--- config.mk ---
export PLATFORM = sky130hd
export DESIGN_NAME = sps_ctrl
export DESIGN_NICKNAME = d
export VERILOG_FILES = /design/src/sps_pkg.sv /design/src/sps_ctrl.sv
export SDC_FILE = /design/constraint.sdc
export NUM_CORES = 1
export LEC_CHECK = 0
export ABC_AREA = 1
export BUFFER_PORTS_ARGS = -buffer_cell sky130_fd_sc_hd__buf_2
export CORE_MARGIN = 2
export CORE_UTILIZATION = 50
export CTS_CLUSTER_SIZE = 20
export DETAILED_ROUTE_END_ITERATION = 12
export GPL_TIMING_DRIVEN = 0
export MAX_ROUTING_LAYER = met4
export PLACE_DENSITY = 0.95
export SLEW_MARGIN = 10
export SYNTH_ARGS = -nofsm -noshare
export SYNTH_HDL_FRONTEND = slang
export SYNTH_SLANG_ARGS = --single-unit
export TNS_END_PERCENT = 30
--- constraint.sdc ---
create_clock -name clk -period 3.11 [get_ports clk]
set_clock_uncertainty 0.2 [all_clocks]
set_input_delay 0.7775 -clock clk [delete_from_list [all_inputs] [get_ports clk]]
set_output_delay 0.7775 -clock clk [all_outputs]
set_load 0.01 [all_outputs]
--- src/sps_pkg.sv ---
// Summary of operation
// - Deep sleep stops CPU, peripheral, oscillator clocks
// - Clock monitor off in sleep; RC runs for watchdog
// - Brown-out and voltage detect stay on
// - Sleep exit: interrupt, any reset, watchdog
// - Wake restarts prior clock, current select
// - Power-on/brown-out picks configured oscillator
// - Crystal waits start-up timer, PLL lock, delays
// - RC or external clock waits power-on delay only
// - Low-power crystal kept running: power-on delay only
// - Interrupt wake from sleep vectors, sets sleep flag
// - Clock still dead: trap if monitor, else wait
// - Reset ends sleep; non-power-on sets sleep flag
// - Watchdog wake from sleep sets sleep, timeout flags
// - Idle stops the CPU clock, not the oscillator
// - Per-module idle bit halts peripherals in idle
// - Idle keeps RC running when monitor enabled
// - Idle exit: interrupt, any reset, watchdog
// - Idle exit resumes at once, no delay
// - Interrupt wake from idle vectors, sets idle flag
// - Non-power-on reset sets idle flag; power-on clears
// - Watchdog wake from idle sets idle, timeout flags
// - Config words 24 bits, data in low 16
// - One power-save instruction picks idle or sleep
package sps_pkg;
	// Configuration word addresses
	localparam logic [23:0] SPS_ADDR_OSC_CFG = 24'hF80000;
	localparam logic [23:0] SPS_ADDR_WDT_CFG = 24'hF80002;
	localparam logic [23:0] SPS_ADDR_BOR_CFG = 24'hF80004;
	localparam logic [23:0] SPS_ADDR_CSP_CFG = 24'hF8000A;
	// Oscillator configuration field positions
	localparam int SPS_FOS_LSB = 8;
	localparam int SPS_FPR_LSB = 0;
	// Oscillator families (current select / family field)
	localparam logic [1:0] SPS_OSC_LOW_POWER_RC_OSC = 2'h0;
	localparam logic [1:0] SPS_OSC_FRC = 2'h1;
	localparam logic [1:0] SPS_OSC_LP = 2'h2;
	localparam logic [1:0] SPS_OSC_PRI = 2'h3;
	// Power-on delay in ns and clock period
	localparam int SPS_CLK_PERIOD_NS = 40;
	localparam int SPS_POWER_ON_DELAY_NS = 10000;
	localparam int SPS_POWER_ON_DELAY_CYC = SPS_POWER_ON_DELAY_NS / SPS_CLK_PERIOD_NS;
	localparam int SPS_CNT_W = 16;
	// Reset values
	localparam logic [1:0] SPS_COSC_RST = 2'h1;
	// Power-save instruction operand
	localparam logic SPS_OP_SLEEP = 1'b0;
	localparam logic SPS_OP_IDLE = 1'b1;
	// Controller states
	typedef enum logic [4:0] {
		SPS_RUN = 5'h01,
		SPS_IDLE = 5'h02,
		SPS_SLEEP = 5'h04,
		SPS_WAKE_DLY = 5'h08,
		SPS_WAKE_OSC = 5'h10
	} sps_state_t;
endpackage

--- src/sps_ctrl.sv ---
`timescale 1ns/1ps
module sps_ctrl
	import sps_pkg::*;
#(
	parameter int PERIPH_N = 8,
	parameter int POWER_UP_TIMER_CYC = 1600,
	parameter int LOCK_CYC = 50
)
(
	// Clock and reset
	input wire logic clk,
	input wire logic rst_b,
	// Reset causes, one-cycle pulses
	input wire logic por_pulse,
	input wire logic bor_pulse,
	input wire logic master_clear_reset_pulse,
	// Power-save instruction from the CPU
	input wire logic power_save_instruction_valid,
	input wire logic power_save_instruction_operand,
	// Wake events
	input wire logic irq_pending,
	input wire logic wdt_timeout,
	// Static enables
	input wire logic wdt_enable,
	input wire logic fail_safe_clock_monitor_enable,
	input wire logic bor_enable,
	input wire logic lvd_enable,
	input wire logic clk_switch_enable,
	input wire logic lp_osc_keep_on,
	input wire logic [1:0] current_osc_select,
	input wire logic [PERIPH_N-1:0] periph_idle_stop,
	// Oscillator block status
	input wire logic osc_startup_done,
	input wire logic pll_enable,
	input wire logic pll_locked,
	input wire logic osc_running,
	// Configuration word read port
	input wire logic [23:0] cfg_addr,
	input wire logic [15:0] osc_cfg_word,
	input wire logic [15:0] wdt_cfg_word,
	input wire logic [15:0] bor_cfg_word,
	input wire logic [15:0] csp_cfg_word,
	output logic [23:0] cfg_rdata,
	// Clock gates
	output logic cpu_clk_en,
	output logic [PERIPH_N-1:0] periph_clk_en,
	output logic osc_en,
	output logic low_power_rc_osc_en,
	output logic fail_safe_clock_monitor_active,
	output logic bor_active,
	output logic lvd_active,
	output logic [1:0] wake_osc_sel,
	output logic ost_start,
	// CPU control
	output logic cpu_vector_irq,
	output logic clk_fail_trap,
	output logic frc_force,
	// Status flags
	output logic sleep_flag,
	output logic idle_flag,
	output logic watchdog_timeout_flag_flag
);

	typedef struct packed {
		sps_state_t st;
		logic [SPS_CNT_W-1:0] cnt;
		logic need_osc;
		logic irq_wake;
		logic [1:0] osc;
		logic sleep_f;
		logic idle_f;
		logic watchdog_timeout_flag_f;
		logic vec;
		logic trap;
		logic fast_rc_osc;
		logic osc_startup_timer;
		logic [23:0] rdata;
	} sps_regs_t;

	sps_regs_t q_r;
	sps_regs_t q_nxt;
	logic any_reset;
	logic pwr_reset;
	logic [1:0] cfg_osc;

	assign any_reset = por_pulse | bor_pulse | master_clear_reset_pulse;
	assign pwr_reset = por_pulse | bor_pulse;
	assign cfg_osc = osc_cfg_word[SPS_FOS_LSB +: 2];

	// Next-state logic
	always_comb
	begin
		q_nxt = q_r;
		q_nxt.vec = 1'b0;
		q_nxt.osc_startup_timer = 1'b0;
		unique case (cfg_addr)
			SPS_ADDR_OSC_CFG: q_nxt.rdata = {8'h00, osc_cfg_word};
			SPS_ADDR_WDT_CFG: q_nxt.rdata = {8'h00, wdt_cfg_word};
			SPS_ADDR_BOR_CFG: q_nxt.rdata = {8'h00, bor_cfg_word};
			SPS_ADDR_CSP_CFG: q_nxt.rdata = {8'h00, csp_cfg_word};
			default: q_nxt.rdata = 24'h000000;
		endcase
		if (clk_switch_enable)
			q_nxt.osc = current_osc_select;
		unique case (q_r.st)
			SPS_RUN:
			begin
				if (power_save_instruction_valid)
				begin
					q_nxt.trap = 1'b0;
					q_nxt.st = (power_save_instruction_operand == SPS_OP_IDLE) ?
						SPS_IDLE : SPS_SLEEP;
				end
			end
			SPS_IDLE:
			begin
				if (irq_pending)
				begin
					q_nxt.st = SPS_RUN;
					q_nxt.vec = 1'b1;
					q_nxt.idle_f = 1'b1;
				end
				else if (wdt_enable && wdt_timeout)
				begin
					q_nxt.st = SPS_RUN;
					q_nxt.idle_f = 1'b1;
					q_nxt.watchdog_timeout_flag_f = 1'b1;
				end
			end
			SPS_SLEEP:
			begin
				if (irq_pending || (wdt_enable && wdt_timeout))
				begin
					q_nxt.st = SPS_WAKE_DLY;
					q_nxt.cnt = '0;
					q_nxt.irq_wake = irq_pending;
					q_nxt.sleep_f = 1'b1;
					if (!irq_pending)
						q_nxt.watchdog_timeout_flag_f = 1'b1;
					q_nxt.need_osc = (q_r.osc == SPS_OSC_PRI) ||
						(q_r.osc == SPS_OSC_LP && !lp_osc_keep_on);
					q_nxt.osc_startup_timer = q_nxt.need_osc;
				end
			end
			SPS_WAKE_DLY:
			begin
				q_nxt.cnt = q_r.cnt + 1'b1;
				if (!q_r.need_osc &&
					32'(q_r.cnt) + 1 >= SPS_POWER_ON_DELAY_CYC)
					q_nxt.st = SPS_WAKE_OSC;
				else if (q_r.need_osc && 32'(q_r.cnt) + 1 >=
					SPS_POWER_ON_DELAY_CYC + LOCK_CYC + POWER_UP_TIMER_CYC)
					q_nxt.st = SPS_WAKE_OSC;
			end
			SPS_WAKE_OSC:
			begin
				if (!q_r.need_osc || (osc_startup_done &&
					(!pll_enable || pll_locked) && osc_running))
				begin
					q_nxt.st = SPS_RUN;
					q_nxt.vec = q_r.irq_wake;
				end
				else if (fail_safe_clock_monitor_enable)
				begin
					q_nxt.st = SPS_RUN;
					q_nxt.trap = 1'b1;
					q_nxt.fast_rc_osc = 1'b1;
					q_nxt.osc = SPS_OSC_FRC;
				end
			end
			default: q_nxt.st = SPS_RUN;
		endcase
		if (any_reset)
		begin
			q_nxt.st = SPS_RUN;
			q_nxt.vec = 1'b0;
			q_nxt.trap = 1'b0;
			if (por_pulse)
			begin
				q_nxt.sleep_f = 1'b0;
				q_nxt.idle_f = 1'b0;
				q_nxt.watchdog_timeout_flag_f = 1'b0;
			end
			else
			begin
				q_nxt.sleep_f = 1'b1;
				q_nxt.idle_f = 1'b1;
			end
			if (pwr_reset)
			begin
				q_nxt.osc = cfg_osc;
				q_nxt.fast_rc_osc = 1'b0;
			end
		end
	end

	// State register
	always_ff @(posedge clk)
	begin
		if (!rst_b)
		begin
			q_r <= '0;
			q_r.st <= SPS_RUN;
			q_r.osc <= SPS_COSC_RST;
		end
		else
			q_r <= q_nxt;
	end

	assign cpu_clk_en = (q_r.st == SPS_RUN);
	genvar gi;
	generate
		for (gi = 0; gi < PERIPH_N; gi++)
		begin : g_per
			assign periph_clk_en[gi] = (q_r.st == SPS_RUN) ||
				(q_r.st == SPS_IDLE && !periph_idle_stop[gi]);
		end
	endgenerate
	assign osc_en = (q_r.st != SPS_SLEEP) ||
		(lp_osc_keep_on && q_r.osc == SPS_OSC_LP);
	assign low_power_rc_osc_en = (q_r.st == SPS_SLEEP) ? wdt_enable :
		(wdt_enable || fail_safe_clock_monitor_enable || q_r.osc == SPS_OSC_LOW_POWER_RC_OSC);
	assign fail_safe_clock_monitor_active = fail_safe_clock_monitor_enable && (q_r.st != SPS_SLEEP);
	assign bor_active = bor_enable;
	assign lvd_active = lvd_enable;
	assign wake_osc_sel = q_r.osc;
	assign ost_start = q_r.osc_startup_timer;
	assign cpu_vector_irq = q_r.vec;
	assign clk_fail_trap = q_r.trap;
	assign frc_force = q_r.fast_rc_osc;
	assign sleep_flag = q_r.sleep_f;
	assign idle_flag = q_r.idle_f;
	assign watchdog_timeout_flag_flag = q_r.watchdog_timeout_flag_f;
	assign cfg_rdata = q_r.rdata;

endmodule

Yosys cells after proc, flatten, opt, wreduce, memory -nomap -nowiden
Index checks and enable logic that the tools add are counted.

Add/subtract/negate cells: 2. $lt $le $gt $ge: 2. Equal/unequal tests: 19. Mux-type cells: 39. Bitwise gates (word level): 3. Reduce and logical (&&, ||, !) cells: 57.

Operators with widths (number): equality test 24 bit, second input constant (4); case mux 16 bit (4 select lines) (1); two-way mux 5 bit (7); greater-or-equal comparator 32 x 8 -> 1 bit, second input constant (1); case mux 16 bit (2 select lines) (1); case mux 5 bit (5 select lines) (1); two-way mux 23 bit (1); two-way mux 2 bit (9); adder 16 x 1 -> 17 bit, second input constant (1); greater-or-equal comparator 17 x 11 -> 1 bit, second input constant (1); adder 16 x 1 -> 16 bit, second input constant (1); logical AND 1 bit (16); logical OR 1 bit (15); two-way mux 1 bit (14); zero test 1 bit (11); nonzero test 2 bit (5); != test 3 bit, second input constant (3); two-way mux 8 bit (1); != test 2 bit, second input constant (4); AND reduction 2 bit (4); case mux 1 bit (2 select lines) (3); equality test 5 x 1 -> 1 bit, second input constant (1); equality test 5 x 2 -> 1 bit, second input constant (1); equality test 5 x 3 -> 1 bit, second input constant (1); other kinds (13) (15).

Register bits after elaboration: 56. Input port bits: 117. Output and inout port bits: 47. Logic and storage cells: 135.

Longest topological paths before layout
Word-level depth: 9. Depth in mapped cells: 15.

Worst setup path after synthesis
Ideal clock, no wire load.

Path type: input port to flip-flop. From: input port cfg_addr[9]. To: register q_r (netlist bit cfg_rdata[10]). Setup time: 0.064 ns. Arrival: 1.927 ns. Slack: 0.919 ns. Stages: 8. Buffers on the path: 2. Path through: nor4_1 > and3_1 > buf_2 > nand4_2 > nand4_1 > nand2_2 > buf_2 > nor2_1.

Word-level cells in the longest chain between the ends: 2. Elaborated cells between the ends (all ways): 5. Classes of those cells: 4 x eq/ne; 1 x mux.

RTL lines: start: declaration (RTL line sps_ctrl.sv:38) `input wire logic [23:0] cfg_addr,`; equality test 24 bit (RTL line sps_ctrl.sv:96) `unique case (cfg_addr)`; case mux 16 bit (4 select lines) * (RTL line sps_ctrl.sv:96); end signal: assignment (RTL line sps_ctrl.sv:207) `q_r <= q_nxt;`; end: declaration (RTL line sps_ctrl.sv:80) `sps_regs_t q_r;`.

Every way passes the cells marked *; elsewhere a longest branch is shown, timed or not. A chain may end at the register's enable or synchronous reset.

Worst setup path in the final report
From: register q_r[53] (netlist bit). To: output port periph_clk_en[1].

Word-level cells in the longest chain between the ends: 3. Elaborated cells between the ends (all ways): 4. Classes of those cells: 2 x eq/ne; 2 x reduce/logical.

RTL lines: equality test 5 x 2 -> 1 bit (RTL line sps_ctrl.sv:216) `(q_r.st == SPS_IDLE && !periph_idle_stop[gi]);`; logical AND 1 bit (RTL line sps_ctrl.sv:216); logical OR 1 bit * (RTL line sps_ctrl.sv:215) `assign periph_clk_en[gi] = (q_r.st == SPS_RUN) ||`; end: declaration (RTL line sps_ctrl.sv:46) `output logic [PERIPH_N-1:0] periph_clk_en,`.

Marked as above.

==> results.toml <==
[synthesis]
ys_dominant_reg_cell = "dfxtp_1"
synth_top_area_share_pct = 30.3
synth_area_leaders = "dfxtp_1 (30%), inv_1 (12%), nor2_1 (9.2%)"
synth_cell_types = 36
syn_area_um2 = 3170
synth_seq_cells = 48
synthArstFlopShare_pct = 0
syn_avg_cell_area_um2 = 6.29
synth_edf_count = 0
syn-instance-count = 504
synth-seq-area-share_pct = 30.3
synth_warnings = 0
yosysTopAreaCell = "dfxtp_1"

[worst_setup_path]
startpoint = "q_r[53]"
r2r_end = "q_r[53]"
crit_fanout = 10
required_ns = 2.13
end_kind = "output port"
worst_ep_arrival_time_ns = 1.64
reg2reg_from = "q_r[35]"
critPathLaunchType = "flip-flop"
crit_type = "flip-flop to output port"
r2r_setup_slack_ns = 0.79
r2r_cells = 12

[floorplanning]
fp-row-count = 29
die-area_um2 = 7000
ioPinCount = 164
core_area_um2 = 6240
initial_core_util_pct = 50.8
die_y_um = 83.6
die_x_um = 83.6

[power_and_ir_drop]
finalPower_mw = 1.17
ir_worst_vdd_uv = 176
p_per_area_nw_per_um2 = 283
power.leakage_nw = 2.18

[clock_network]
cts_setup_buffers = 0
htreeDepth = 2
cts_tree = "done"
cts_resized = 0
path_clk_slew_ns = 0.09
cts_max_path_buffers = 2
clkSinkCount = 48
cts-buffers-inserted = 5
clock_latency_ns = 0.30
cts-root-buf = "clkbuf_8"
holdBufCountCts = 0

[placement]
dp_hpwl_um = 7840
portBuffers = 153
routabilityCongestion = 0.941
post-place-ws_ns = 0.519

[sta]
hold_violations = 0
drv_slew = 0
max_freq_ghz = 0.383
rsz0062_at_grt = "no"
tightest_slew_ns = 0.556
timing.final.crit_share_pct = 84.0
setup_viol = 0
fin_setup_tns_ns = 0
period_minus_slack_ns = 2.61
worst_slack_ns = 0.496
slew_headroom_pct = 62.9

[final_layout]
drive_gt1_share_pct = 32.2
nFillCells = 530
postLayoutCoreUtil_pct = 66.4
area_delta_synth_final_pct = 30.6
nets = 790
antennaDiodeCount = 0

[global_routing]
grt_first_pass_wirelength_um = 15800
grt_pass1_vias = 3763
grt_max_degree = 15
antenna_found_initial = 0
grt-ovfl-total = 0
grt_use_total_pct = 27.9

[detailed_routing]
first_pass_iters = 8
wl_um = 9590
ant_nets = 0
drc_errors = 0
drtIter0Drc = 292
via_per_inst = 5.12
wl_per_cell_um = 12.8
routed-via-count = 3832

[outcome]
status = "complete, no violations"

[job]
cap_viol_max_count = 0

[worst_hold_path]
hold_end = "watchdog_timeout_flag_flag"
hp-start = "watchdog_timeout_flag_flag"
whs_path_depth = 2
hold_class = "flip-flop to flip-flop"
through the flow:
step	cells	hold WS (ns)	area [µm²]
global placement	741	0.256	4060
floorplan	511	0.241	3200
finish	748	0.269	4140
detailed placement	741	0.254	4060
global route	748	0.295	4140
CTS	748	0.275	4140
worst max-delay path, cell delays in order, from the launching register on:
cell and delay, ns:
dfxtp_1 0.34, nor2_1 0.23, nand4_1 0.18, clkbuf_1 0.23, o21ai_0 0.19, buf_2 0.16
power breakdown:
part | internal (mW) | switching, mW
Combinational | 0.0933 | 0.0946
Sequential | 0.619 | 0.00312
Clock | 0.153 | 0.211
registers in the layout, summed over array words and instances, names as in the netlist:
| name | flops |
|---|---|
| q_r | 23 |
| cfg_rdata | 16 |
| wake_osc_sel | 2 |
| clk_fail_trap | 1 |
| cpu_vector_irq | 1 |
| frc_force | 1 |
| idle_flag | 1 |
| ost_start | 1 |
| sleep_flag | 1 |
| watchdog_timeout_flag_flag | 1 |
Yosys cell counts, types with 3 or more instances:
cell and count:
a21oi_1 27, buf_2 4, buf_4 29, clkbuf_1 7, dfxtp_1 48, inv_1 105
nand2_1 74, nand2_2 4, nand3_1 19, nand3_2 4, nand3b_1 6, nand4_1 10
nor2_1 78, nor2_2 7, nor3_1 4, o21ai_0 15, o21bai_1 3, o22ai_1 34
xor2_1 4
kinds of logic (layout without fill, tap and decap cells):
| kind of cell | after synthesis | after routing | share of synthesized area, % |
|---|---|---|---|
| fa+ha+maj | 2 | 2 | 0.789 |
| other cells | 1 | 8 | 0.118 |
| compound gates | 86 | 86 | 15.6 |
| simple gates | 215 | 215 | 30.8 |
| xor+xnor | 5 | 5 | 1.38 |
| buf+inv | 147 | 307 | 21.0 |
| flops | 48 | 48 | 30.3 |
cells in the final DEF, fill, tap and decap left out, types with 5 or more instances in the layout:
master / instances
a21oi_1: 27
buf_2: 157
buf_4: 29
clkbuf_1: 7
clkbuf_8: 5
conb_1: 8
dfxtp_1: 48
inv_1: 105
nand2_1: 74
nand3_1: 19
nand3b_1: 6
nand4_1: 10
nor2_1: 78
nor2_2: 7
o21ai_0: 15
o22ai_1: 34
final cells by class:
type	instances	area (µm²)	area share [%]
multi-input cells	316	1570	37.9
flip-flops and latches	48	961	23.2
repair buffers	153	766	18.5
inverters	107	402	9.70
plain buffers	40	264	6.37
well taps	77	96.3	2.33
clock buffers	5	68.8	1.66
clock inverters	2	12.5	0.302
worst max path at each step:
stage                        to  slack (ns)  cells after the start
2_1_floorplan     cfg_rdata[10]        0.92                      8
5_1_grt        periph_clk_en[4]        0.29                      5
6_report       periph_clk_en[1]        0.50                      5
3_5_place_dp      cfg_rdata[15]        0.52                      9
4_1_cts        periph_clk_en[1]        0.52                      5
3_3_place_gp       cfg_rdata[8]        0.59                      9
metal layers:
layer,track usage (%),wire length [µm],vias to the layer above
met2,52.3,5070,202
met1,28.8,3490,1709
li1,-,-,1882
met3,4.75,709,39
met5,-,0,-
met4,10.7,318,0
(Power assumes the default switching activity.)
